**src/rtl/fast_count_consts.vh**
```
/*
  Constants of the fast count block: mode codes, widths, reset values.
  Assumes inclusion by bare name from the design files.
*/
`ifndef FAST_COUNT_CONSTS_VH
`define FAST_COUNT_CONSTS_VH
`define FC_MODE_ADD 2'h0
`define FC_MODE_UPDN 2'h1
`define FC_MODE_EDGE2 2'h2
`define FC_MODE_EDGE4 2'h3
`define FC_ACT_OUTPUT 1'h0
`define FC_ACT_IRQ 1'h1
`define FC_CNT_W 32
`define FC_CNT_RST 32'h00000000
`define FC_PRESET_RST 32'hFFFFFFFF
`define FC_GROUPS 6
`define FC_GROUPS_SMALL 4
`endif

```
**src/rtl/fast_count_lane.v**
```verilog
/*
  One counting lane: 32-bit current value with match detection.
  Assumes step, direction and clear come already synchronised on i_clk.
*/
`timescale 1ns/1ps
`default_nettype none
`include "fast_count_consts.vh"
module fast_count_lane #(
  parameter W = 32
) (
  input wire i_clk,
  input wire i_rst_b,
  input wire i_step,
  input wire i_up,
  input wire i_clear,
  input wire [W-1:0] i_preset,
  output reg [W-1:0] o_value,
  output reg o_match
);
  reg [W-1:0] value_next;

  always @* begin
    value_next = o_value;
    if (i_clear)
      value_next = {W{1'b0}};
    else if (i_step && i_up)
      value_next = o_value + {{(W-1){1'b0}}, 1'b1};
    else if (i_step)
      value_next = o_value - {{(W-1){1'b0}}, 1'b1};
  end

  always @(posedge i_clk or negedge i_rst_b) begin
    if (!i_rst_b) begin
      o_value <= `FC_CNT_RST;
      o_match <= 1'b0;
    end else begin
      o_value <= value_next;
      // Compared against the next value so the match flag lines up with o_value
      o_match <= (value_next == i_preset);
    end
  end
endmodule // fast_count_lane
`default_nettype wire

```
**src/rtl/fast_count_block.v**
```verilog
/*
  Fast pulse counter: six input groups, single- or two-phase counting, preset compare.
  Assumes raw pins from field sources (synchronised here), config and presets static from software side.
*/
// Function
// - Pulses are counted by dedicated clocked hardware independent of any program scan.
// - Each counter's current value is compared continuously against its preset target.
// - On a match the block turns on the output or raises the interrupt request as configured.
// - The interrupt action is allowed only when ladder language is selected, else the output is used.
// - Modes are adding, up/down-select, 2-edge and 4-edge quadrature.
// - Large variants run up to six single-phase and two two-phase counters.
// - The small variant runs up to four single-phase and two two-phase counters.
// - Group 1 two-phase takes input 0 as A, input 1 as B, input 2 as clear.
// - Adding mode increments on every rising pulse edge.
// - Up/down mode counts up on a rising edge with direction high, down with it low.
// - 2-edge mode steps on both B edges, up when A leads, down when B leads.
// - 4-edge mode steps on both edges of both phases, up when A leads.
`timescale 1ns/1ps
`default_nettype none
`include "fast_count_consts.vh"
module fast_count_block #(
  parameter W = `FC_CNT_W,
  parameter SMALL_VARIANT = 0
) (
  input wire i_clk,
  input wire i_rst_b,
  input wire [7:0] i_pins,
  input wire [1:0] i_mode_g1,
  input wire [1:0] i_mode_g3,
  input wire i_z_clear_en_g1,
  input wire i_z_clear_en_g3,
  input wire [5:0] i_enable,
  input wire [5:0] i_action,
  input wire i_ladder_lang,
  input wire [5:0] i_soft_clear,
  input wire [6*W-1:0] i_preset,
  input wire [5:0] i_out_release,
  output reg [6*W-1:0] o_value,
  output reg [5:0] o_cmp_out,
  output reg [5:0] o_irq
);
  // Lane order: group 1..6; pins 0..7 feed the lanes as per the input table
  // Six lanes are fixed by the input map; W only sets the counter width.
  // Field pins are asynchronous: two flip-flops before any logic reads them.
  // A third stage keeps the previous level for edge detection; it resets low
  // like the idle pins, so no false edge follows reset.
  // Cost: a pin edge reaches a counter three clocks late, harmless at field rates.
  reg [7:0] sync1_reg;
  reg [7:0] sync2_reg;
  reg [7:0] prev_reg;
  wire [7:0] rise = sync2_reg & ~prev_reg;
  wire [7:0] fall = ~sync2_reg & prev_reg;
  wire [7:0] chg = rise | fall;

  always @(posedge i_clk or negedge i_rst_b) begin
    if (!i_rst_b) begin
      sync1_reg <= 8'h00;
      sync2_reg <= 8'h00;
      prev_reg <= 8'h00;
    end else begin
      sync1_reg <= i_pins;
      sync2_reg <= sync1_reg;
      prev_reg <= sync2_reg;
    end
  end

  wire two_ph_g1 = i_mode_g1[1];
  wire two_ph_g3 = i_mode_g3[1];

  // Quadrature step/direction for one pair; A=a, B=b
  function [1:0] quad;
    input edge4;
    input a_now;
    input b_now;
    input a_chg;
    input b_chg;
    reg up;
    begin
      up = 1'b0;
      // B edge: up when A already sits at the new B level, so A led
      if (b_chg)
        up = (a_now != b_now) ? 1'b0 : 1'b1;
      // A edge: up when A moves away from B, so A leads
      if (a_chg)
        up = (a_now == b_now) ? 1'b0 : 1'b1;
      // Both phases changing in one cycle is an illegal transition: dropped
      if (a_chg && b_chg)
        quad = 2'h0;
      else if (edge4)
        quad = {a_chg | b_chg, up};
      else
        quad = {b_chg, up};
    end
  endfunction

  // Group 1 pins 0/1 and group 3 pins 3/4 form the A/B pairs
  // A mode change is not an edge: it takes effect at the next pin edge
  wire [1:0] q1;
  wire [1:0] q3;
  assign q1 = quad(i_mode_g1 == `FC_MODE_EDGE4, sync2_reg[0], sync2_reg[1],
    chg[0], chg[1]);
  assign q3 = quad(i_mode_g3 == `FC_MODE_EDGE4, sync2_reg[3], sync2_reg[4],
    chg[3], chg[4]);

  // Lane availability: small variant lacks pins 6/7 as counters; group 2/4 lost when used as Z clear
  wire [5:0] avail;
  // A lane that is not available never steps and never reports a match,
  // so a stale preset on it cannot drive an output.
  assign avail[0] = 1'b1;
  assign avail[1] = !(two_ph_g1 && i_z_clear_en_g1);
  assign avail[2] = 1'b1;
  assign avail[3] = !(two_ph_g3 && i_z_clear_en_g3);
  assign avail[4] = (SMALL_VARIANT == 0);
  assign avail[5] = (SMALL_VARIANT == 0);

  reg [5:0] step;
  reg [5:0] up;
  reg [5:0] clr;
  always @* begin
    step = 6'h00;
    up = 6'h3F;
    clr = i_soft_clear;
    // Group 1 and group 3 lanes take any of the four modes
    case (i_mode_g1)
      `FC_MODE_ADD: step[0] = rise[0];
      `FC_MODE_UPDN: begin
        step[0] = rise[0];
        up[0] = sync2_reg[1];
      end
      default: begin
        step[0] = q1[1];
        up[0] = q1[0];
      end
    endcase
    case (i_mode_g3)
      `FC_MODE_ADD: step[2] = rise[3];
      `FC_MODE_UPDN: begin
        step[2] = rise[3];
        up[2] = sync2_reg[4];
      end
      default: begin
        step[2] = q3[1];
        up[2] = q3[0];
      end
    endcase
    // Group 2/4: adding counter on pin 2/5 unless that pin is the Z clear
    if (two_ph_g1 && i_z_clear_en_g1)
      clr[0] = clr[0] | rise[2];
    else
      step[1] = rise[2];
    if (two_ph_g3 && i_z_clear_en_g3)
      clr[2] = clr[2] | rise[5];
    else
      step[3] = rise[5];
    // Lanes 4/5 only ever add; the small variant masks them off through avail
    step[4] = rise[6];
    step[5] = rise[7];
    step = step & avail & i_enable;
  end

  wire [6*W-1:0] lane_val;
  wire [5:0] lane_match;
  genvar g;
  generate
    for (g = 0; g < 6; g = g + 1) begin : lane
      fast_count_lane #(.W(W)) u_lane (
        .i_clk(i_clk),
        .i_rst_b(i_rst_b),
        .i_step(step[g]),
        .i_up(up[g]),
        .i_clear(clr[g]),
        .i_preset(i_preset[g*W +: W]),
        .o_value(lane_val[g*W +: W]),
        .o_match(lane_match[g])
      );
    end
  endgenerate

  reg [5:0] match_prev_reg;
  wire [5:0] hit = lane_match & ~match_prev_reg & i_enable & avail;
  // Interrupt action falls back to the output when ladder is not selected
  wire [5:0] use_irq = i_action & {6{i_ladder_lang}};
  wire [5:0] set_irq;
  wire [5:0] set_out;

  // Only a fresh match acts: a value parked on the preset fires once, not every cycle
  generate
    for (g = 0; g < 6; g = g + 1) begin : action
      // Each lane routes its match to either the interrupt pulse or the latched output
      assign set_irq[g] = hit[g] & use_irq[g];
      assign set_out[g] = hit[g] & ~use_irq[g];
    end
  endgenerate

  // Counter values are registered again so every output comes from a flip-flop
  always @(posedge i_clk or negedge i_rst_b) begin
    if (!i_rst_b) begin
      match_prev_reg <= 6'h00;
      o_value <= {6*W{1'b0}};
    end else begin
      match_prev_reg <= lane_match;
      o_value <= lane_val;
    end
  end

  // Overflow and underflow are plain wraps here and fire no action
  always @(posedge i_clk or negedge i_rst_b) begin
    if (!i_rst_b) begin
      o_cmp_out <= 6'h00;
      o_irq <= 6'h00;
    end else begin
      o_irq <= set_irq;
      // Output latches on; a new match wins over a release in the same cycle
      o_cmp_out <= (o_cmp_out & ~i_out_release) | set_out;
    end
  end
endmodule // fast_count_block
`default_nettype wire

```
**config.mk**
```make
export PLATFORM = sky130hd
export DESIGN_NAME = fast_count_block
export DESIGN_NICKNAME = d
export VERILOG_FILES = /design/src/rtl/fast_count_lane.v /design/src/rtl/fast_count_block.v
export VERILOG_INCLUDE_DIRS = /design/src /design/src/rtl
export SDC_FILE = /design/constraint.sdc
export NUM_CORES = 1
export LEC_CHECK = 0
export ABC_AREA = 1
export BUFFER_PORTS_ARGS = -buffer_cell sky130_fd_sc_hd__buf_4
export CORE_ASPECT_RATIO = 0.5
export CORE_MARGIN = 1.5
export CORE_UTILIZATION = 32
export CTS_CLUSTER_DIAMETER = 30
export DETAILED_ROUTE_END_ITERATION = 7
export PLACE_DENSITY_LB_ADDON = 0.12
export SYNTH_ARGS = -nofsm -noshare
export SYNTH_HDL_FRONTEND = slang
export SYNTH_HIERARCHICAL = 1
export SYNTH_SLANG_ARGS = --single-unit
```
**constraint.sdc**
```tcl
create_clock -name i_clk -period 3.71 [get_ports i_clk]
set_input_delay 0 -clock i_clk [delete_from_list [all_inputs] [get_ports i_clk]]
set_output_delay 0 -clock i_clk [all_outputs]
set_load 0.02 [all_outputs]
```
* After elaboration in Yosys (flattened, before gate mapping)
Cells that the tools add are included.
Storage, ports and cells: register bits 432, bits of input ports 233, output and inout bits 204
Operators by class: add/subtract/negate cells 8, equality and inequality tests 14, multiplexer cells 34, bitwise gates (word level) 37, reduce and logical (&&, ||, !) cells 12
Operators with widths (number):
- 2-to-1 mux 32 bit | 14
- adder 32 x 1 -> 32 bit (second input constant) | 6
- equality test 32 bit | 6
- subtractor 32 x 1 -> 32 bit (second input constant) | 2
- bitwise AND 6 bit | 7
- 2-to-1 mux 1 bit | 14
- bitwise AND 1 bit | 12
- inverter 6 bit | 2
- bitwise AND 8 bit | 1
- 2-to-1 mux 2 bit | 4
- inverter 8 bit | 1
- logical AND 1 bit | 6
- inverter 1 bit | 6
- OR 6 bit | 1
- bitwise AND 5 bit | 1
- inverter 5 bit | 1
- OR 5 bit | 1
- equality test 2 x 1 -> 1 bit (second input constant) | 2
- equality test 2 bit (second input constant) | 2
- zero test 2 bit | 2
- OR 1 bit | 4
- one-hot mux 1 bit (2 select lines) | 2
- OR reduction 2 bit | 2
- equality test 1 bit | 2
- other kinds (2) | 4

* Longest topological paths before layout
Gate-level depths: netlist of run 1.
depth after elaboration 14, mapped depth 24, gate-level depth less buffers 24

* By module
The synthesis of run 1 kept the hierarchy.
By module, submodules not included:
- fast_count_lane (lane[0].u_lane ...) | times used 4, cells each 642, area each 3631.0 µm²
- fast_count_lane (lane[4].u_lane ...) | times used 2, cells each 650, area each 3654.8 µm²
- fast_count_block | times used 1, cells each 339, area each 6366.1 µm²

* Worst setup path before layout of run 1
OpenSTA, ideal clock, no wires.
path kind register -> register, start point register sync2_reg[3], end point register lane[2].u_lane.o_match, arrival 2.378 ns, slack 1.261 ns, cell stages (with the launch flop) 20, period minus slack after synthesis 2.449 ns, cell sequence dfrtp_1 -> ha_1 -> o21ai_2 -> nand2_1 -> a21oi_1 -> buf_6 -> nand2_4 -> buf_6 -> buf_6 -> nor2_1 -> nand4_1 -> nand2_1 -> nand3_1 -> nand2_1 -> nand3_1 -> nand2_1 -> nand3_1 -> nor2_1 -> nand3_1 -> nor2_1
On the way: cells in the longest elaborated chain, start to end 13, elaborated cells on any way between the ends 23, those cells by class eq/ne: 3; mux: 11; bitwise: 7; reduce/logical: 2
RTL lines:
- start, declared | line fast_count_block.v:49 | reg [7:0] sync2_reg;
- start signal, assigned | line fast_count_block.v:62 | sync2_reg <= sync1_reg;
- inverter 5 bit | line fast_count_block.v:52 | wire [7:0] fall = ~sync2_reg & prev_reg;
- bitwise AND 5 bit | line fast_count_block.v:52
- OR 5 bit | line fast_count_block.v:53 | wire [7:0] chg = rise | fall;
- OR 1 bit | line fast_count_block.v:90 | quad = {a_chg | b_chg, up};
- 2-to-1 mux 2 bit | line fast_count_block.v:89 | else if (edge4)
- 2-to-1 mux 2 bit | line fast_count_block.v:87 | if (a_chg && b_chg)
- 2-to-1 mux 1 bit * | line fast_count_block.v:135 | case (i_mode_g3)
- bitwise AND 6 bit * (2 in series) | line fast_count_block.v:158 | step = step & avail & i_enable;
- via step[2] | line fast_count_block.v:116 | reg [5:0] step;
- 2-to-1 mux 32 bit or logical AND 1 bit (tied branches) | line fast_count_lane.v:28, fast_count_lane.v:26
- 2-to-1 mux 32 bit * | line fast_count_lane.v:26 | else if (i_step && i_up)
- 2-to-1 mux 32 bit * | line fast_count_lane.v:24 | if (i_clear)
- equality test 32 bit * | line fast_count_lane.v:39 | o_match <= (value_next == i_preset);
- end signal, assigned | line fast_count_lane.v:39
- end, declared | line fast_count_lane.v:18 | output reg o_match
Mark *: on every way through the listed nets, which the timed path passes. The rest lies on a longest branch.

* Worst setup path after layout of run 1
start point register sync2_reg[6], end point register lane[4].u_lane.o_match
On the way: cells in the longest elaborated chain, start to end 6
RTL lines:
- bitwise AND 8 bit | line fast_count_block.v:51 | wire [7:0] rise = sync2_reg & ~prev_reg;
- bitwise AND 6 bit (2 in series) | line fast_count_block.v:158
- via step[4] | line fast_count_block.v:116
- 2-to-1 mux 32 bit | line fast_count_lane.v:26
- 2-to-1 mux 32 bit | line fast_count_lane.v:24
- equality test 32 bit | line fast_count_lane.v:39
- end signal, assigned | line fast_count_lane.v:39
- end, declared | line fast_count_lane.v:18
The timed path passes the listed nets, and every way through them passes these cells.

==> summary.txt, run 1 <==
Clocking
  – H-tree depth: 3
  – Reg clk slew, reported paths: ~0.06 ns
  – Clock buffer depth: 3
  – Clk Latency, worst-skew pair: between 0.6 and 0.7 ns
  – Clock Tree Root: clkbuf_16
  – Num CTS Buffers: 81
  – CTS tree: yes
  – TritonCTS Sinks: 432

Placement
  – Dpl ws: approximately 0.47 ns
  – DP HPWL: roughly 82000 um
  – Placed Cells: just under 6000
  – Number of port buffers: 436
  – GPL Wtd Cong: 0.9381

Outcome
  – Outcome: completed

Worst hold path
  – Hold Path Class: in2reg
  – Hold EP: lane[2].u_lane/o_value[0]
  – Hold Path Depth: 7
  – Min-delay src: i_enable[2]

Pwr
  – Sw power: around 0.0053 W
  – Final Total Pwr: between 0.015 and 0.02 W
  – Comb pwr share: about a fifth
  – Clock share of power: a little under half
  – Worst VDD drop: approximately 0.27 mV
  – LEAKAGE: approximately 22 nW
  – PD cells: 421.7 nW/um2
  – Sequential Power Share: about a third
  – Switching Fraction: 33.32%
  – Power Internal: between 0.01 and 0.015 W

Yosys
  – Post-synthesis adder-cell area fraction: less than 1%
  – Post-synthesis compound-gate area fraction: 2.045%
  – Sequential element share of the synthesized area: a little under two fifths
  – Synth warnings: 6
  – Synth Area in Simple Gates: between 40% and 50%
  – Synthesized instance count: 4207
  – Largest family of logic cells by synthesized area: simple AND/OR/NAND/NOR gates
  – Cell Area, Synth: 28200 um2
  – Synthesized flop and latch total: between 400 and 500
  – Mux share of post-synthesis cell area: 0%
  – Syn avg cell area: roughly 6.7 um2
  – Post-Synth XOR/XNOR Area: less than 1%
  – Yosys cell types: 43

STA
  – Minimum clock period: between 3 and 4 ns
  – Actual slew at the worst max-slew pin: 0.8535 ns
  – Setup TNS: 0 ns
  – Worst setup slack after layout: approximately 0.17 ns
  – Worst clock skew: 0.02889 ns
  – # setup viols final: 0
  – Final Hold Viols: 0
  – Peak Freq: approximately 280 MHz
  – Final Cycle Share: a little over nine tenths
  – Slew HR: between 40% and 50%
  – Slew Viols, Final: 0
  – Worst hold slack: roughly 0.018 ns

Setup path
  – Worst path max stage delay: 0.55 ns
  – Critical path type: reg2reg
  – Arrival time at the worst endpoint: 4.12 ns
  – Critical Path RT: between 4 and 5 ns
  – R2R cell count: 19
  – Crit-path max FO: 26
  – RR Endpoint: lane[4].u_lane/o_match
  – Cell repeated most along the worst path: nand2_1
  – Startpoint Class: flip-flop
  – Worst-path cell chain: nand2_1, nor2_1, buf_4, nand2_4, inv_6, nand2_2, nor2_4, inv_2, nand3b_2, nand3_1, nand2_1, nand2_1, nor2_1, dlygate4sd3_1, nand2_1, dlygate4sd3_1, inv_1, nand3_1, nor3_2
  – Reg2Reg Setup Slack: 0.17 ns
  – Worst path slowest cell: dlygate4sd3_1
  – Reg2reg start: sync2_reg[6]
  – Crit path capture type: flip-flop

Route
  – Drt initial violations: between 1500 and 2000
  – Via density: 4.762
  – Avg WL per Cell: about 17 um
  – ANT nets after route: 0
  – # DRC: 0
  – Total wire length: about 100000 um
  – Via count: between 20000 and 30000
  – Pre-antenna DRT Iters: 5

GRT
  – Global-route wire length before repair: ~160000 um
  – Vias in the first global route: around 29000
  – Largest net degree at the start of global routing: just over 80
  – Total gr overflow: 0
  – Initial antenna violation count: 8
  – Total GRT Usage: between 20% and 30%

Floorplan
  – Rows: 76
  – Ports: between 400 and 500
  – Core area: 86630 um2
  – Vert. Die Dim: around 210 um
  – Die width: 422.8 um
  – Initial Util: 32.55%
  – Die area: roughly 90000 um2

Flow run
  – Max Cap Viol: 0

Cells and area
  – Filler cells: 9009
  – Biggest regs: lane.u_lane/o_value (192), o_value (192)
  – Syn-to-layout area delta: 34.28%
  – Fraction of layout cells with a size suffix above 1: between 10% and 20%
  – # nets final: a little over 5000
  – Final cell count without fillers: a little over 6000
==> layout make-up <==
type                    instances  area (um2)  share of cell area [%]
repair buffers                681        5724                   15.12
flip-flops and latches        432       10810                   28.55
clock inverters                57       594.3                   1.569
multi-input cells            2956       14230                   37.57
well taps                    1170        1464                   3.866
diodes                          7       17.52                 0.04626
inverters                     758        2868                   7.573
clock buffers                  92        2158                   5.700
==> cell usage in the layout, fill, tap and decap left out, types with 5 or more instances in the layout <==
cell type,instances
o21ai_4,9
nor2_4,33
dlygate4sd3_1,199
nand3b_1,27
nand4_2,6
inv_8,9
nand3_2,45
nand2_1,1280
buf_4,466
inv_1,715
inv_2,29
clkinvlp_4,12
dfrtp_1,430
clkinv_1,8
o21ai_0,20
o21ai_2,7
ha_1,12
a21oi_1,18
diode_2,7
nand3_1,526
clkinv_4,9
nand4_1,262
inv_6,13
clkbuf_16,81
buf_6,7
clkbuf_8,9
nor2_2,57
o22ai_1,5
conb_1,12
clkinv_2,7
nand2_4,17
nor3_1,22
buf_12,6
nor2_1,473
nand2_2,61
o21ai_1,15
==> cell families (layout without fill, tap and decap cells) <==
group	after synthesis	in the layout
buf+inv	830	1588
flops	432	432
simple gates	2834	2834
other cells	1	19
xor+xnor	6	6
compound gates	90	90
fa+ha+maj	14	14
==> critical path, delay by kind of cell (launching register included) <==
family / cells / cell delay, ns
AND/OR/NAND/NOR: 13 / 1.50
flip-flops: 1 / 0.34
buffers and inverters: 6 / 1.60
==> cell usage after synthesis <==
cell type,count,share of area (%)
nor2_4,30,1.2
nand3b_2,4,0.16
o21bai_1,2,0.053
buf_4,18,0.48
inv_2,32,0.43
xnor2_1,2,0.062
nor2_2,46,1.0
nand2_2,58,1.3
nor3b_1,4,0.11
o21a_1,4,0.11
nand3b_1,27,0.72
or2_1,4,0.089
nor3_2,2,0.071
o22ai_1,5,0.11
o21ai_0,21,0.37
ha_1,14,0.62
buf_1,8,0.11
o21ai_1,14,0.25
a31oi_1,4,0.089
nand3_2,42,1.5
dfrtp_1,432,38
nor2_1,487,6.5
a21o_1,2,0.053
inv_4,2,0.044
nand2_1,1283,17
o21ai_2,12,0.37
nand4_1,262,5.8
nor3_1,24,0.43
a21oi_1,20,0.35
buf_6,22,0.88
nand3_1,529,9.4
xor2_1,4,0.12
inv_1,718,9.6
o21ai_4,4,0.23
nand4_2,6,0.27
conb_1,1,0.013
nor2_8,4,0.28
buf_2,18,0.32
o31ai_1,2,0.053
nor3_4,4,0.23
nand2_4,18,0.72
clkbuf_1,6,0.080
clkinv_1,6,0.080
==> how the worst max path moves through the flow <==
stage / start / end
3_5_place_dp: sync2_reg[0] / lane[0].u_lane/o_match
2_1_floorplan: sync2_reg[3] / lane[2].u_lane/o_match
4_1_cts: prev_reg[2] / lane[1].u_lane/o_match
3_3_place_gp: sync2_reg[0] / lane[0].u_lane/o_match
6_report: sync2_reg[6] / lane[4].u_lane/o_match
5_1_grt: prev_reg[2] / lane[1].u_lane/o_match
==> layer usage <==
layer	wire, um	global-route usage, %	vias up	share of wire [%]
li1	-	-	14710	-
met1	43250	27.69	13720	42
met2	52510	40.98	682	51
met3	4333	3.611	186	4.2
met4	3664	9.092	4	3.5
met5	29	0	-	0.028
==> per-stage QoR <==
step,utilization [%],area (um2)
6_report,43.71,37870
5_1_grt,43.70,37860
4_1_cts,43.32,37530
3_5_place_dp,37.87,32810
3_3_place_gp,37.87,32810
2_1_floorplan,-,28240
==> power by group through the flow <==
stage	clock network (W)	registers, W	logic (W)
CTS	0.00760	0.00533	0.00323
finish	0.00737	0.00532	0.00327
global placement	0	0.00541	0.00303
floorplan	0	0.00543	0.00177
detailed placement	0	0.00541	0.00304
global route	0.00782	0.00536	0.00367
==> timing repair <==
item / CTS / global route
buffers inserted: 0 / 9
hold endpoints to repair: 365 / 2
resized for setup: 0 / 61
hold buffers: 197 / 3
endpoints found under the setup margin: 0 / 6
(Power assumes the default switching activity.)
==> run 2, diff against run 1 <==
- RECOVER_POWER: unset -> 100
- SKIP_CTS_REPAIR_TIMING: unset -> 1
==> run 2 against run 1 <==
The flow now finishes with violations (hold timing, capacitance limit, slew limit). Combinational power decreased by 6.1%. Wire length decreased by 0.43%. First-iteration DRC count decreased by 1.6%. Sequential power about the same. Total power decreased by 1.3%. Global-route usage decreased by 0.39 points. Utilization decreased by 1.6 points. Clock skew about the same. Flip-flop and latch count unchanged. Critical path depth decreased by 4. Setup slack improved by 0.064 ns. Largest cell class unchanged. Largest power group unchanged.
==> summary.txt, run 2 (same netlist as run 1, synthesis figures left out) <==
Outcome
  – Outcome: finished, violations left
  – Failing checks: hold timing, capacitance limit, slew limit

Setup path
  – Arrival time at the worst endpoint: 4.05 ns (-0.07 ns)
  – Reg2Reg Setup Slack: 0.23 ns (+0.06 ns)
  – Critical Path RT: 4.29 ns (about the same)
  – Crit-path max FO: 25 (-3.8%)
  – Crit path capture type: flip-flop
  – RR Endpoint: lane[4].u_lane/o_match
  – R2R cell count: 15 (-4)
  – Critical path type: reg2reg
  – Startpoint Class: flip-flop
  – Reg2reg start: sync2_reg[6]

Worst hold path
  – Hold Path Class: in2reg
  – Min-delay src: i_preset[68]
  – Hold Path Depth: 10 (+3)
  – Hold EP: lane[2].u_lane/o_match

Floorplan
  – Rows: 76 (unchanged)
  – Ports: 437 (unchanged)
  – Die area: 90020 um2 (unchanged)
  – Initial Util: 32.55% (unchanged)
  – Die width: 422.8 um (unchanged)
  – Core area: 86630 um2 (unchanged)
  – Vert. Die Dim: 212.9 um (unchanged)

Clocking
  – H-tree depth: 3 (unchanged)
  – Clk Latency, worst-skew pair: 0.67 ns (about the same)
  – Clock buffer depth: 3 (unchanged)
  – TritonCTS Sinks: 432 (unchanged)
  – Reg clk slew, reported paths: 0.06 ns (about the same)
  – Num CTS Buffers: 81 (unchanged)
  – Clock Tree Root: clkbuf_16
  – CTS tree: yes

Pwr
  – Final Total Pwr: 0.01575 W (-1.3%)
  – Worst VDD drop: 0.2780 mV (+2.4%)
  – PD cells: 431.4 nW/um2 (+2.3%)
  – LEAKAGE: 20.63 nW (-4.8%)

STA
  – # setup viols final: 0 (unchanged)
  – Final Cycle Share: 93.68% (-1.7 points)
  – Peak Freq: 287.7 MHz (+1.8%)
  – Worst clock skew: 0.02842 ns (-0.0004712 ns)
  – Slew Viols, Final: 90 (+90)
  – Worst hold slack: -0.03126 ns (-0.04891 ns)
  – RSZ-0062 raised after global routing: no
  – Final Hold Viols: 4 (+4)
  – Minimum clock period: 3.476 ns (-0.06379 ns)
  – Setup TNS: 0 ns (unchanged)
  – Actual slew at the worst max-slew pin: 2.715 ns (+1.861 ns)
  – Slew HR: -81.00% (-120 points)

GRT
  – GR Util met2: 40.03% (-0.95 points)
  – GRT met1 Usage: 27.35% (-0.34 points)
  – Vias in the first global route: 27560 (-3.5%)
  – Total gr overflow: 0 (unchanged)
  – Top Usage Layer GRT: met2
  – Total GRT Usage: 22.55% (-0.39 points)
  – Initial antenna violation count: 8 (unchanged)
  – GR Util met3: 3.668% (+0.057 points)
  – Global-route wire length before repair: 156900 um (-2.1%)
  – Largest net degree at the start of global routing: 97 (+18%)

Route
  – ANT nets after route: 0 (unchanged)
  – Drt initial violations: 1884 (-1.6%)
  – Via density: 4.752 (-0.21%)
  – Via count: 29160 (-0.47%)
  – # DRC: 0 (unchanged)
  – Pre-antenna DRT Iters: 6 (+1)
  – Avg WL per Cell: 16.84 um (-0.17%)
  – Total wire length: 103300 um (-0.43%)

Cells and area
  – Area occupied by multi-input gates: 13890 um2 (-2.4%)
  – Most common cell after layout, fill and taps aside: nand2_1
  – Biggest regs: lane.u_lane/o_value (192), o_value (192)
  – Sequential cell area: 10810 um2 (about the same)
  – Util after Layout: 42.16% (-1.6 points)
  – Final cell count without fillers: 6137 (-0.26%)
  – Fraction of layout cells with a size suffix above 1: 12.56% (-6.0 points)
  – # nets final: 5141 (-0.31%)
  – Most frequent cells in the layout: nand2_1 (1294), inv_1 (721), nand3_1 (539)
  – Syn-to-layout area delta: 29.51%
  – Filler cells: 9254 (+2.7%)

Flow run
  – Max Cap Viol: 1 (+1)

Placement
  – GPL Wtd Cong: 0.9381 (unchanged)
  – Number of port buffers: 436 (unchanged)
  – DP HPWL: 81810 um (unchanged)
  – Placed Cells: 5788 (unchanged)
[run 2: per-stage QoR]
step | instance area [um2] | setup slack, ns
5_1_grt | 36520 | 0.01002
2_1_floorplan | 28240 | 1.261
3_3_place_gp | 32810 | 0.5475
3_5_place_dp | 32810 | 0.4652
4_1_cts | 35560 | 0.4621
6_report | 36520 | 0.2345
[run 2: layout make-up]
type	instances	share of cell area (%)
sequential	432	29.60
multi-input combinational	2956	38.02
clock inverter	57	1.627
timing repair buffer	665	12.98
tap	1170	4.008
inverter	758	7.804
antenna	7	0.04796
clock buffer	92	5.910
[run 2: worst max path at each step]
stage	to	slack (ns)	from	depth (start not counted)
2_1_floorplan	lane[2].u_lane/o_match	1.26	sync2_reg[3]	19
3_3_place_gp	lane[0].u_lane/o_match	0.55	sync2_reg[0]	21
3_5_place_dp	lane[0].u_lane/o_match	0.47	sync2_reg[0]	21
4_1_cts	lane[2].u_lane/o_match	0.46	sync2_reg[3]	17
5_1_grt	lane[4].u_lane/o_match	0.01	sync2_reg[6]	16
6_report	lane[4].u_lane/o_match	0.23	sync2_reg[6]	15
[run 2: routing by layer]
layer	vias up	wire length [um]
li1	14690	-
met2	648	52290
met5	-	27
met4	4	3375
met1	13650	43440
met3	178	4203
[run 2: power breakdown]
group          internal, W  total (W)  switching, W
clock              0.00446    0.00736       0.00290
sequential         0.00499    0.00532      0.000331
combinational      0.00104    0.00307       0.00203
total               0.0105     0.0158       0.00526
[run 2: critical path, stage by stage (launching register included)]
cell and delay (ns):
dfrtp_1 0.34, nand2_1 0.05, nor2_1 0.09, clkbuf_1 0.41
nand2_4 0.09, buf_4 0.25, o21ai_2 0.11, nand2_1 0.13
nor2_1 0.36, nand2_1 0.13, nand4_1 0.11, nand3_1 0.09
nor2_1 0.14, dlygate4sd3_1 0.57, nand3_1 0.21, nor3_2 0.28
==> run 3, diff against run 2 <==
- ABC_AREA: 1 -> unset
==> run 3 against run 2 <==
The flow still finishes with violations (hold timing, capacitance limit, slew limit). Total power down 0.97%. Synthesized cell count down 46%. Count of clock-buffer cells in the layout up 3. Clock power up 4.8%.
==> summary.txt, run 3 <==
Outcome
  – Outcome: finished, violations left
  – Failing checks: hold timing, capacitance limit, slew limit

STA
  – Slew Viols, Final: 90 (unchanged)
  – RSZ-0062 raised after global routing: yes
  – Worst hold slack: -0.02114 ns (+0.01012 ns)
  – Worst clock skew: 0.02354 ns (-0.004882 ns)
  – Minimum clock period: 3.630 ns (+0.1542 ns)
  – # setup viols final: 0 (unchanged)
  – Actual slew at the worst max-slew pin: 2.306 ns (-0.4090 ns)
  – Final Cycle Share: 97.84% (+4.2 points)
  – Peak Freq: 275.5 MHz (-4.2%)
  – Slew HR: -53.73% (+27 points)
  – Final Hold Viols: 6 (+2)

Yosys
  – Primary FF master, synth: dfrtp_1
  – Number of synthesized flops with an enable pin: 0 (unchanged)
  – Area leader, netlist: dfrtp_1
  – Cell Area, Synth: 22710 um2 (-19%)
  – Synthesized flop and latch total: 432 (unchanged)
  – Yosys cell types: 83 (+93%)
  – Ranking of synthesized cells by area: dfrtp_1 (48%), xnor2_1 (5.8%), xor2_1 (3.9%), nor2_1 (3.8%), nand4_1 (2.5%)
  – Post-synth top area share: 47.61% (+9.3 points)
  – Synthesized instance count: 2277 (-46%)
  – Sequential element share of the synthesized area: 47.61% (+9.3 points)
  – Asr flop ratio synth: 100.0% (unchanged)
  – Post-synth top cells: dfrtp_1 (432), nor2_1 (228), xnor2_1 (150), nand3_1 (108), nor3_1 (106)
  – Synth warnings: 6 (unchanged)
  – Most frequent cell after synthesis: dfrtp_1
  – Syn avg cell area: 9.972 um2 (+49%)

GRT
  – Initial antenna violation count: 3 (-5)
  – Largest net degree at the start of global routing: 90 (-7.2%)
  – Vias in the first global route: 20280 (-26%)
  – Total GRT Usage: 21.37% (-1.2 points)
  – Total gr overflow: 0 (unchanged)
  – Global-route wire length before repair: 120900 um (-23%)

Clocking
  – CTS tree: yes
  – H-tree depth: 3 (unchanged)
  – Clock Tree Root: clkbuf_16
  – Reg clk slew, reported paths: 0.05 ns (about the same)
  – Num CTS Buffers: 79 (-2.5%)
  – TritonCTS Sinks: 432 (unchanged)
  – Clock buffer depth: 3 (unchanged)
  – Clk Latency, worst-skew pair: 0.63 ns (-0.04 ns)

Cells and area
  – Util after Layout: 46.16% (+4.0 points)
  – Final cell count without fillers: 4095 (-33%)
  – Most frequent cells in the layout: dfrtp_1 (431), buf_4 (357), clkbuf_1 (275)
  – Fraction of layout cells with a size suffix above 1: 19.22% (+6.7 points)
  – Syn-to-layout area delta: 41.49%
  – Most common cell after layout, fill and taps aside: dfrtp_1
  – # nets final: 3331 (-35%)
  – Final Instance Area: 32130 um2 (-12%)
  – Biggest regs: lane.u_lane/o_value (192), o_value (192)

Route
  – Avg WL per Cell: 19.80 um (+18%)
  – # DRC: 0 (unchanged)
  – Drt initial violations: 1590 (-16%)
  – Via count: 21210 (-27%)
  – Pre-antenna DRT Iters: 7 (+1)
  – Via density: 5.180 (+9.0%)
  – Total wire length: 81090 um (-22%)
  – ANT nets after route: 0 (unchanged)

Pwr
  – Final Total Pwr: 0.01560 W (-0.97%)
  – PD cells: 485.6 nW/um2 (+13%)
  – LEAKAGE: 14.01 nW (-32%)
  – Worst VDD drop: 0.5082 mV (+83%)

Flow run
  – Max Cap Viol: 1 (unchanged)

Floorplan
  – Die area: 72660 um2 (-19%)
  – Vert. Die Dim: 191.4 um (-10%)
  – Die width: 379.7 um (-10%)
  – Initial Util: 32.62% (+0.072 points)
  – Core area: 69600 um2 (-20%)
  – Rows: 68 (-11%)
  – Ports: 437 (unchanged)

Setup path
  – Crit path capture type: flip-flop
  – Cell repeated most along the worst path: xnor2_1
  – Critical path type: reg2reg
  – Startpoint Class: flip-flop
  – Arrival time at the worst endpoint: 4.16 ns (+0.11 ns)
  – WP buf/inv: 1 (-2)
  – Worst path max stage delay: 0.59 ns (+0.02 ns)
  – Crit-path max FO: 7 (-72%)
  – Worst path slowest cell: or4b_4
  – Critical Path RT: 4.24 ns (-0.05 ns)
  – Worst-path cell chain: and3b_1, or4b_4, nor4_4, a32o_2, xnor2_1, nor2_1, xnor2_1, o211a_1, dlygate4sd3_1, nand4b_1, nor4_2
  – Top Family by Delay on Critical Path: simple AND/OR/NAND/NOR gates

Placement
  – DP HPWL: 60120 um (-27%)
  – GPL Wtd Cong: 0.8998 (-4.1%)
  – Placed Cells: 3742 (-35%)
  – Number of port buffers: 436 (unchanged)
  – Placed inst area: 28130 um2 (-14%)

Worst hold path
  – Hold Path Class: in2reg
[run 3: area by class of cell]
type                            instances  area (um2)
Sequential cell                       432       10810
Fill cell                            6912       37470
Timing Repair Buffer                  827        5654
Clock inverter                         50       663.1
Inverter                               77       289.0
Clock buffer                           95        2171
Multi-Input combinational cell       1667       11350
Tap cell                              945        1182
Antenna cell                            2       5.005
[run 3: worst min-delay path: stages]
cell	delay, ns
buf_4	0.10
xor2_1	0.13
nor4_1	0.07
buf_4	0.14
o2111ai_1	0.08
nor4_2	0.05
[run 3: final timing paths]
path,startpoint,endpoint,slack (ns),cells after the start
worst max-delay path,prev_reg[6],lane[4].u_lane/o_match,0.08,11
worst min-delay path,i_preset[105],lane[3].u_lane/o_match,-0.02,6
worst max register to register,prev_reg[6],lane[4].u_lane/o_match,0.08,11
worst min register to register,sync1_reg[1],sync2_reg[1],0.34,0
max in group asynchronous,i_rst_b,sync2_reg[3],0.70,3
min in group asynchronous,i_rst_b,o_value[34],0.59,2
[run 3: cell families after synthesis]
group | after synthesis | share of synthesized area (%)
fa+ha+maj | 14 | 0.7715
compound gates | 332 | 10.37
flops | 432 | 47.61
buf+inv | 187 | 3.598
xor+xnor | 250 | 9.643
other cells | 1 | 0.01652
mux | 44 | 2.094
simple gates | 1017 | 25.90
[run 3: where the power goes]
| group | switching (W) | leakage [nW] | total (W) | internal [W] |
|---|---|---|---|---|
| clock | 0.00266 | 1.37 | 0.00771 | 0.00505 |
| combinational | 0.00150 | 6.72 | 0.00265 | 0.00115 |
| sequential | 0.000281 | 5.92 | 0.00525 | 0.00496 |
[run 3: per-stage QoR]
step / setup slack, ns / hold WS, ns / setup TNS (ns)
floorplan: 0.06377 / -0.2956 / 0
global placement: -0.03423 / 0.07695 / -0.05822
detailed placement: -0.06010 / 0.07795 / -0.1157
CTS: -0.1260 / -0.6067 / -0.2386
global route: -0.1200 / 0.005296 / -0.4283
finish: 0.08029 / -0.02114 / 0
[run 3: metal layers]
metal / wire length, um / share of wire, % / GRT usage (%)
met1: 35920 / 44 / 28.25
met2: 39870 / 49 / 35.32
met3: 3238 / 4.0 / 3.677
met4: 2063 / 2.5 / 7.600
met5: 0 / 0 / 0
